## src/rtl/pfb_pkg.sv

```systemverilog
// constants and types for the parallel flash bus controller
// assumes a 100 MHz clock; timing figures below are given in ns and rounded up to cycles of that clock
package pfb_pkg;
   localparam int CLK_PERIOD_NS = 10;
   // flash timing figures in ns; plain defaults, set for the speed grade used
   localparam int ADDR_ACCESS_TIME_NS = 70;
   localparam int WRITE_PULSE_NS = 35;
   localparam int WRITE_HIGH_NS = 20;
   localparam int RESET_PULSE_MIN_NS = 500;
   localparam int RESET_TO_READ_TIME_NS = 50;
   // least times round up
   localparam int ADDR_ACCESS_CYC = (ADDR_ACCESS_TIME_NS + CLK_PERIOD_NS - 1) / CLK_PERIOD_NS;
   localparam int WRITE_PULSE_CYC = (WRITE_PULSE_NS + CLK_PERIOD_NS - 1) / CLK_PERIOD_NS;
   localparam int WRITE_HIGH_CYC = (WRITE_HIGH_NS + CLK_PERIOD_NS - 1) / CLK_PERIOD_NS;
   localparam int RESET_PULSE_MIN_CYC = (RESET_PULSE_MIN_NS + CLK_PERIOD_NS - 1) / CLK_PERIOD_NS;
   localparam int RESET_TO_READ_CYC = (RESET_TO_READ_TIME_NS + CLK_PERIOD_NS - 1) / CLK_PERIOD_NS;
   localparam int SYNC_STAGES = 2;
   localparam int CNT_W = 16;

   localparam int FLASH_ADDR_W = 22;
   localparam int DATA_W = 16;
   localparam int REG_ADDR_W = 8;

   // register byte offsets
   localparam logic [7:0] REG_CTRL = 8'h00;
   localparam logic [7:0] REG_ADDR = 8'h04;
   localparam logic [7:0] REG_WDATA = 8'h08;
   localparam logic [7:0] REG_GO = 8'h0C;
   localparam logic [7:0] REG_STATUS = 8'h10;
   localparam logic [7:0] REG_RDATA = 8'h14;
   localparam logic [7:0] REG_SEQ_BASE = 8'h20;
   localparam logic [7:0] REG_SEQ_MASK = 8'hF0;

   // control field positions
   localparam int CTRL_WORD_MODE = 0;
   localparam int CTRL_WP_HIGH = 1;
   localparam int CTRL_BYPASS = 2;
   localparam int CTRL_ACCEL = 3;
   localparam int CTRL_W = 4;
   localparam logic [3:0] CTRL_RESET = 4'h1;

   // status field positions
   localparam int STAT_BUSY = 0;
   localparam int STAT_READY = 1;
   localparam int STAT_ABORTED = 2;

   // go codes
   localparam logic [2:0] GO_READ = 3'h1;
   localparam logic [2:0] GO_WRITE = 3'h2;
   localparam logic [2:0] GO_PROGRAM = 3'h3;
   localparam logic [2:0] GO_RESET = 3'h4;

   // command sequence table: three prefix cycles, one in bypass, then the data cycle
   localparam int SEQ_DEPTH = 4;
   localparam int SEQ_AW = 2;
   localparam logic [1:0] SEQ_FIRST_NORMAL = 2'h0;
   localparam logic [1:0] SEQ_FIRST_BYPASS = 2'h2;
   localparam logic [1:0] SEQ_LAST = 2'h2;

   typedef enum logic [3:0] {
      PFB_IDLE, PFB_READ, PFB_READ_END, PFB_FETCH, PFB_LOAD,
      PFB_WR_LOW, PFB_WR_HIGH, PFB_RST_LOW, PFB_RST_WAIT
   } pfb_state_t;
endpackage : pfb_pkg

```

## src/rtl/pfb_ctrl.sv

```systemverilog
// host-side controller for an asynchronous parallel nor flash bus
// assumes a plain register port on clk and a flash wired straight to the pins
`timescale 1ns/1ps
module pfb_ctrl
   import pfb_pkg::*;
(
   input wire logic clk,
   input wire logic rst,
   input wire logic [REG_ADDR_W-1:0] reg_addr,
   input wire logic [31:0] reg_wdata,
   input wire logic reg_wr,
   input wire logic reg_rd,
   output logic [31:0] reg_rdata,
   output logic [FLASH_ADDR_W-1:0] flash_addr,
   output logic chip_en_n,
   output logic out_en_n,
   output logic wr_en_n,
   output logic flash_reset_n,
   output logic word_mode,
   output logic protect_accel_pin,
   output logic accel_program_voltage,
   input wire logic [DATA_W-1:0] data_lines_i,
   output logic [DATA_W-1:0] data_lines_o,
   output logic [DATA_W-1:0] data_lines_oe,
   input wire logic ready_busy_n
);
   pfb_state_t state_q, state_d;
   logic [CNT_W-1:0] cnt_q, cnt_d;
   logic [CTRL_W-1:0] ctrl_q;
   logic [22:0] addr_q;
   logic [DATA_W-1:0] wdata_q;
   logic [DATA_W-1:0] rdata_q;
   logic aborted_q;
   logic [SEQ_AW-1:0] seq_idx_q;
   logic seq_final_q;
   logic in_prog_q;
   logic [DATA_W-1:0] dq_s1_q, dq_s2_q;
   logic rb_s1_q, rb_s2_q;
   logic [22:0] cyc_addr_q;
   logic [DATA_W-1:0] cyc_data_q;

   // byte mode address carries A-1 on data line 15
   function automatic logic [FLASH_ADDR_W-1:0] pin_addr(input logic [22:0] a, input logic wm);
      pin_addr = wm ? a[FLASH_ADDR_W-1:0] : a[22:1];
   endfunction : pin_addr

   function automatic logic [CNT_W-1:0] cyc(input int n);
      cyc = CNT_W'(n - 1);
   endfunction : cyc

   wire idle = (state_q == PFB_IDLE);
   wire wr_ctrl = reg_wr && idle && (reg_addr == REG_CTRL);
   wire wr_addr = reg_wr && idle && (reg_addr == REG_ADDR);
   wire wr_wdata = reg_wr && idle && (reg_addr == REG_WDATA);
   wire wr_go = reg_wr && idle && (reg_addr == REG_GO);
   wire wr_status = reg_wr && (reg_addr == REG_STATUS);
   wire wr_seq = reg_wr && idle && ((reg_addr & REG_SEQ_MASK) == REG_SEQ_BASE);
   wire [2:0] go_code = reg_wdata[2:0];
   wire wm = ctrl_q[CTRL_WORD_MODE];
   // high voltage forces the short sequence as well
   wire bypass_on = ctrl_q[CTRL_BYPASS] | ctrl_q[CTRL_ACCEL];
   wire cnt_done = (cnt_q == '0);
   wire mem_rd = (state_q == PFB_FETCH);
   wire [31:0] mem_q;
   wire last_prefix = (seq_idx_q == SEQ_LAST);
   wire rb_ready = rb_s2_q;
   wire reset_hit_busy = wr_go && (go_code == GO_RESET) && !rb_ready;
   wire [DATA_W-1:0] cap_data = wm ? dq_s2_q : {8'h00, dq_s2_q[7:0]};
   wire wr_high_end = (state_q == PFB_WR_HIGH) && cnt_done && in_prog_q && !seq_final_q;
   // pins load the next cycle's address and data with the strobes, so the flash latches settled values
   // prefix cycles stay in the bank of the target address
   wire [22:0] cyc_addr_d = wr_go ? addr_q :
      (state_q == PFB_LOAD) ? {addr_q[22:16], mem_q[31:16]} :
      (wr_high_end && last_prefix) ? addr_q : cyc_addr_q;
   wire [DATA_W-1:0] cyc_data_d = wr_go ? wdata_q :
      (state_q == PFB_LOAD) ? mem_q[15:0] :
      (wr_high_end && last_prefix) ? wdata_q : cyc_data_q;
   wire [FLASH_ADDR_W-1:0] cyc_pin_addr = pin_addr(cyc_addr_d, wm);
   wire [DATA_W-1:0] wr_do = wm ? cyc_data_d : {cyc_addr_d[0], 7'h00, cyc_data_d[7:0]};
   wire [DATA_W-1:0] pin_do_d = (state_d == PFB_WR_LOW) ? wr_do :
      (state_d == PFB_READ && !wm) ? {cyc_addr_d[0], 15'h0000} : 16'h0000;
   wire [DATA_W-1:0] pin_oe_d = (state_d == PFB_WR_LOW) ? (wm ? 16'hFFFF : 16'h80FF) :
      (state_d == PFB_READ && !wm) ? 16'h8000 : 16'h0000;

   pfb_seq_mem #(
      .DEPTH(SEQ_DEPTH),
      .AW(SEQ_AW),
      .W(32)
   ) u_seq (
      .clk(clk),
      .rst(rst),
      .wr_en(wr_seq),
      .wr_addr(reg_addr[SEQ_AW+1:2]),
      .wr_data(reg_wdata),
      .rd_en(mem_rd),
      .rd_addr(seq_idx_q),
      .rd_data(mem_q)
   );

   always_comb begin
      state_d = state_q;
      cnt_d = cnt_done ? cnt_q : cnt_q - CNT_W'(1);
      case (state_q)
         PFB_IDLE: begin
            if (wr_go) begin
               case (go_code)
                  GO_READ: begin
                     state_d = PFB_READ;
                     cnt_d = cyc(ADDR_ACCESS_CYC + SYNC_STAGES);
                  end
                  GO_WRITE: begin
                     state_d = PFB_WR_LOW;
                     cnt_d = cyc(WRITE_PULSE_CYC);
                  end
                  GO_PROGRAM: state_d = PFB_FETCH;
                  GO_RESET: begin
                     state_d = PFB_RST_LOW;
                     cnt_d = cyc(RESET_PULSE_MIN_CYC);
                  end
                  default: state_d = PFB_IDLE;
               endcase
            end
         end
         PFB_READ: if (cnt_done) state_d = PFB_READ_END;
         PFB_READ_END: state_d = PFB_IDLE;
         PFB_FETCH: state_d = PFB_LOAD;
         PFB_LOAD: begin
            state_d = PFB_WR_LOW;
            cnt_d = cyc(WRITE_PULSE_CYC);
         end
         PFB_WR_LOW: begin
            if (cnt_done) begin
               state_d = PFB_WR_HIGH;
               cnt_d = cyc(WRITE_HIGH_CYC);
            end
         end
         PFB_WR_HIGH: begin
            if (cnt_done) begin
               if (!in_prog_q || seq_final_q) begin
                  state_d = PFB_IDLE;
               end else if (last_prefix) begin
                  state_d = PFB_WR_LOW;
                  cnt_d = cyc(WRITE_PULSE_CYC);
               end else begin
                  state_d = PFB_FETCH;
               end
            end
         end
         PFB_RST_LOW: begin
            if (cnt_done) begin
               state_d = PFB_RST_WAIT;
               cnt_d = cyc(RESET_TO_READ_CYC);
            end
         end
         PFB_RST_WAIT: if (cnt_done && rb_ready) state_d = PFB_IDLE;
         default: state_d = PFB_IDLE;
      endcase
   end

   always_ff @(posedge clk or posedge rst) begin
      if (rst) begin
         state_q <= PFB_RST_LOW;
         cnt_q <= cyc(RESET_PULSE_MIN_CYC);
      end else begin
         state_q <= state_d;
         cnt_q <= cnt_d;
      end
   end

   // pin inputs pass two flops before use
   always_ff @(posedge clk or posedge rst) begin
      if (rst) begin
         {dq_s2_q, dq_s1_q, rb_s2_q, rb_s1_q} <= '0;
      end else begin
         {dq_s2_q, dq_s1_q} <= {dq_s1_q, data_lines_i};
         {rb_s2_q, rb_s1_q} <= {rb_s1_q, ready_busy_n};
      end
   end

   always_ff @(posedge clk or posedge rst) begin
      if (rst) begin
         ctrl_q <= CTRL_RESET;
         addr_q <= '0;
         wdata_q <= '0;
      end else begin
         if (wr_ctrl) ctrl_q <= reg_wdata[CTRL_W-1:0];
         if (wr_addr) addr_q <= reg_wdata[22:0];
         if (wr_wdata) wdata_q <= reg_wdata[DATA_W-1:0];
      end
   end

   // current bus cycle: a table prefix or the final data cycle
   always_ff @(posedge clk or posedge rst) begin
      if (rst) begin
         in_prog_q <= 1'b0;
         seq_idx_q <= '0;
         seq_final_q <= 1'b0;
         cyc_addr_q <= '0;
         cyc_data_q <= '0;
      end else begin
         cyc_addr_q <= cyc_addr_d;
         cyc_data_q <= cyc_data_d;
         if (wr_go) begin
            in_prog_q <= (go_code == GO_PROGRAM);
            seq_idx_q <= bypass_on ? SEQ_FIRST_BYPASS : SEQ_FIRST_NORMAL;
            seq_final_q <= 1'b0;
         end else if (wr_high_end) begin
            if (last_prefix) seq_final_q <= 1'b1;
            else seq_idx_q <= seq_idx_q + SEQ_AW'(1);
         end
      end
   end

   always_ff @(posedge clk or posedge rst) begin
      if (rst) begin
         rdata_q <= '0;
         aborted_q <= 1'b0;
      end else begin
         if (state_q == PFB_READ && cnt_done) rdata_q <= cap_data;
         // a new abort wins over a clear in the same cycle
         if (reset_hit_busy) aborted_q <= 1'b1;
         else if (wr_status && reg_wdata[STAT_ABORTED]) aborted_q <= 1'b0;
      end
   end

   // pins; chip enable drops only for an active cycle, so idle is standby
   always_ff @(posedge clk or posedge rst) begin
      if (rst) begin
         flash_addr <= '0;
         {chip_en_n, out_en_n, wr_en_n} <= 3'h7;
         flash_reset_n <= 1'b0;
         word_mode <= 1'b1;
         protect_accel_pin <= 1'b0;
         accel_program_voltage <= 1'b0;
         data_lines_o <= '0;
         data_lines_oe <= '0;
      end else begin
         // address held between cycles keeps the flash in sleep, reads stay latched
         flash_addr <= cyc_pin_addr;
         word_mode <= wm;
         protect_accel_pin <= ctrl_q[CTRL_WP_HIGH];
         // high voltage only while a program sequence runs
         accel_program_voltage <= ctrl_q[CTRL_ACCEL] && in_prog_q && !idle && flash_reset_n;
         flash_reset_n <= !(state_d == PFB_RST_LOW);
         chip_en_n <= !(state_d == PFB_READ || state_d == PFB_WR_LOW);
         out_en_n <= !(state_d == PFB_READ);
         wr_en_n <= !(state_d == PFB_WR_LOW);
         data_lines_o <= pin_do_d;
         data_lines_oe <= pin_oe_d;
      end
   end

   wire [31:0] status_word = {29'h0, aborted_q, rb_ready, !idle};
   wire [31:0] rd_mux =
      (reg_addr == REG_CTRL) ? {28'h0, ctrl_q} :
      (reg_addr == REG_ADDR) ? {9'h000, addr_q} :
      (reg_addr == REG_WDATA) ? {16'h0000, wdata_q} :
      (reg_addr == REG_STATUS) ? status_word :
      (reg_addr == REG_RDATA) ? {16'h0000, rdata_q} : 32'h0000_0000;

   always_ff @(posedge clk or posedge rst) begin
      if (rst) begin
         reg_rdata <= '0;
      end else begin
         reg_rdata <= reg_rd ? rd_mux : 32'h0000_0000;
      end
   end
endmodule : pfb_ctrl

```

## src/rtl/pfb_seq_mem.sv

```systemverilog
// small table of command-prefix cycles, {address low half, data}
// assumes one writer and one reader on the controller clock
`timescale 1ns/1ps
module pfb_seq_mem #(
   parameter int DEPTH = 4,
   parameter int AW = 2,
   parameter int W = 32
) (
   input wire logic clk,
   input wire logic rst,
   input wire logic wr_en,
   input wire logic [AW-1:0] wr_addr,
   input wire logic [W-1:0] wr_data,
   input wire logic rd_en,
   input wire logic [AW-1:0] rd_addr,
   output logic [W-1:0] rd_data
);
   logic [W-1:0] mem_q [DEPTH];

   always_ff @(posedge clk) begin
      if (wr_en) begin
         mem_q[wr_addr] <= wr_data;
      end
   end

   always_ff @(posedge clk or posedge rst) begin
      if (rst) begin
         rd_data <= '0;
      end else if (rd_en) begin
         rd_data <= mem_q[rd_addr];
      end
   end
endmodule : pfb_seq_mem

```

## config.mk

```make
export PLATFORM = sky130hd
export DESIGN_NAME = pfb_ctrl
export DESIGN_NICKNAME = d
export VERILOG_FILES = /design/src/rtl/pfb_pkg.sv /design/src/rtl/pfb_ctrl.sv /design/src/rtl/pfb_seq_mem.sv
export SDC_FILE = /design/constraint.sdc
export NUM_CORES = 1
export LEC_CHECK = 0
export BUFFER_PORTS_ARGS = -buffer_cell sky130_fd_sc_hd__buf_2
export CAP_MARGIN = 20
export CORE_UTILIZATION = 60
export CTS_BUF_LIST = sky130_fd_sc_hd__clkbuf_8
export CTS_CLUSTER_DIAMETER = 40
export DETAILED_ROUTE_END_ITERATION = 16
export HOLD_SLACK_MARGIN = 0.12
export MAX_ROUTING_LAYER = met4
export PLACE_DENSITY = 0.81
export SYNTH_ARGS = -nofsm -noshare
export SYNTH_HDL_FRONTEND = slang
export SYNTH_SLANG_ARGS = --single-unit
```

## constraint.sdc

```tcl
create_clock -name clk -period 11.7 [get_ports clk]
set_input_delay 2.34 -clock clk [delete_from_list [all_inputs] [get_ports clk]]
set_output_delay 2.34 -clock clk [all_outputs]
set_load 0.05 [all_outputs]
```

==> impl_metrics.yaml <==
yosys:
  synth_edf_count: 128
  avgSynthCellArea_um2: 15.05
  yosysWarningCount: 0
  syn_inst: 998
  ys_seq_area_frac: 0.6901
  synth.cell_area_mm2: 0.01502
  synth_common_cells: "dfrtp_1 (249), edfxtp_1 (128), mux2_2 (79)"
  yosys.area.top_type: "dfrtp_1"
  async_flop_share: 0.6701
  yosysUniqueCellTypes: 71
  ys_top_cells_by_area: "dfrtp_1 (41%), edfxtp_1 (26%), mux2_2 (5.9%)"
  synth.most_common_cell: "dfrtp_1"
  synth_top_area_frac: 0.4149
  ys_seq_elements: 388
  ys.flop_type: "dfrtp_1"
global_routing:
  grt_max_degree: 120
  track_usage: 0.2814
  gr-total-overflow: 0
  grt_pass1_vias: 9160
  grt_pass1_wl_um: 52800
  antenna_found_initial: 2
finish:
  syn_to_final_growth_pct: 14.96
  num-fill-cells: 1586
  layout-drive-gt1-share: 0.3306
  fin_nets: 1222
critical_path:
  r2r-start: "state_q[1]"
  required_ps: 12230
  end_kind: "register"
  critPathMaxFanout: 18
  cp.arrival_ps: 5470
  critPathLaunch: "reg_addr[5]"
  crit_type: "in -> reg"
  crit_path_start_kind: "input pin"
die:
  initial_core_util: 0.6139
  core_area_mm2: 0.02446
  ios: 154
  row_count: 57
  die-area_mm2: 0.02566
  die_w_um: 160.2
  chipHeight_um: 160.2
timing:
  tightest_slew_ps: 1087
  fin_skew_ps: 27.12
  slew_viol_final: 0
  hold_viol_final: 0
  fmax_ghz: 0.2023
  rsz0062_at_grt: "false"
  period_share: 0.4225
  relSlewSlack: 0.2755
  tns_ps: 0
  layout_min_cycle_time_ps: 4944
  setup_viol: 0
  timing.hold.ws_ps: 345.7
min_path:
  hp-start: "dq_s1_q[15]"
  hp-class: "reg -> reg"
clock_network:
  cts_setup_buffers: 0
  cts_tree: "built"
  cts-root-buf: "clkbuf_8"
  cts.sinks: 388
  cts-buffers-inserted: 59
  cts_hold_buf: 0
  clk_latency_ps: 610
  clk_pin_slew_ps: 60
  cts_max_path_buffers: 3
  h-tree-depth: 2
  cts-resized-gates: 0
route:
  dr.first_iter.drc_count: 1052
  detail-route-antenna-nets: 0
  drc: 0
  drt_first_pass_iters: 5
  vias: 9177
  drt-vias-per-instance: 5.986
  drt-total-wl_um: 33830
  wl_per_cell_um: 22.07
pwr:
  leakagePower_nw: 7.886
  ir_drop_v: 0.0001218
  p_total_mw: 3.392
  powerDensity_mw_per_mm2: 196.5
placed_design:
  gp_congestion: 0.9140
  post-dp-hpwl_um: 21100
  portBuffers: 144
status:
  status: "completed"
run:
  cap_violations: 0
==> cells by family after synthesis <==
group,share of synthesized area
fa+ha+maj,0.003333
flops,0.6901
xor+xnor,0.008165
other cells,0.0002497
mux,0.1269
compound gates,0.06991
buf+inv,0.03208
simple gates,0.06924
==> per-layer routing <==
| metal | GRT usage | routed length, µm |
|---|---|---|
| met1 | 0.3913 | 14090 |
| met2 | 0.4146 | 15970 |
| met3 | 0.06260 | 2822 |
| met4 | 0.09870 | 948 |
| met5 | - | 0 |
==> worst paths after layout <==
| check | end | slack [ps] | cells past startpoint |
|---|---|---|---|
| max | cnt_q[4] | 6760 | 7 |
| max in group asynchronous | dq_s2_q[12] | 7540 | 4 |
| max reg2reg | cnt_q[4] | 8030 | 6 |
| min reg2reg | dq_s2_q[15] | 350 | 0 |
| min in group asynchronous | dq_s1_q[2] | 1870 | 2 |
| min | dq_s2_q[15] | 350 | 0 |
==> layout make-up <==
cell class	instances	area (µm²)	share of cell area
sequential	388	10370	0.6004
clock buffer	78	1074	0.06218
antenna	2	5.005	0.0002899
inverter	31	123.9	0.007175
timing repair buffer	161	852.1	0.04935
multi-input combinational	516	4228	0.2449
clock inverter	33	210.2	0.01218
tap	324	405.4	0.02348
==> state kept, by name, summed over array words and instances, names as in the netlist, 22 cells and up <==
register / flops
reg_rdata: 23
flash_addr: 22
u_seq.mem_q: 128
u_seq.rd_data: 32
cyc_addr_q: 23
addr_q: 23
==> power by group <==
group          internal (mW)  switching (mW)
Combinational          0.203           0.376
Clock                  0.644           0.516
Sequential              1.55          0.0991
Total                   2.40           0.991
==> critical path, cell delays in order <==
cell     delay (ps)
buf_2           120
nor4_1          560
nand4_1         880
o21a_1          470
a21oi_1         740
nor2b_1         260
o21ai_1          90
==> metrics by stage <==
| stage | std cells | utilization | instance area (µm²) | setup slack (ps) |
|---|---|---|---|---|
| detailed placement | 1418 | 0.6523 | 15960 | 6290 |
| finish | 1533 | 0.7057 | 17260 | 6756 |
| global placement | 1417 | 0.6520 | 15950 | 6436 |
| global route | 1533 | 0.7057 | 17260 | 6504 |
| floorplan | 1006 | - | 15050 | 2223 |
| CTS | 1529 | 0.7048 | 17240 | 6907 |
==> placed cells by master, fill, tap and decap left out, drive strengths merged, types with 9 or more instances in the layout <==
master / n
dfrtp: 249
buf: 161
edfxtp: 128
mux2: 83
clkbuf: 78
nor2: 66
inv: 51
nand2: 44
mux4: 32
mux2i: 25
o21ai: 24
o22ai: 23
o22a: 21
a21oi: 20
a222oi: 15
nor3: 13
nor2b: 12
dfstp: 11
or4: 10
clkinv: 10
nand3: 9
xor2: 9
conb: 9
(Power assumes the default switching activity.)
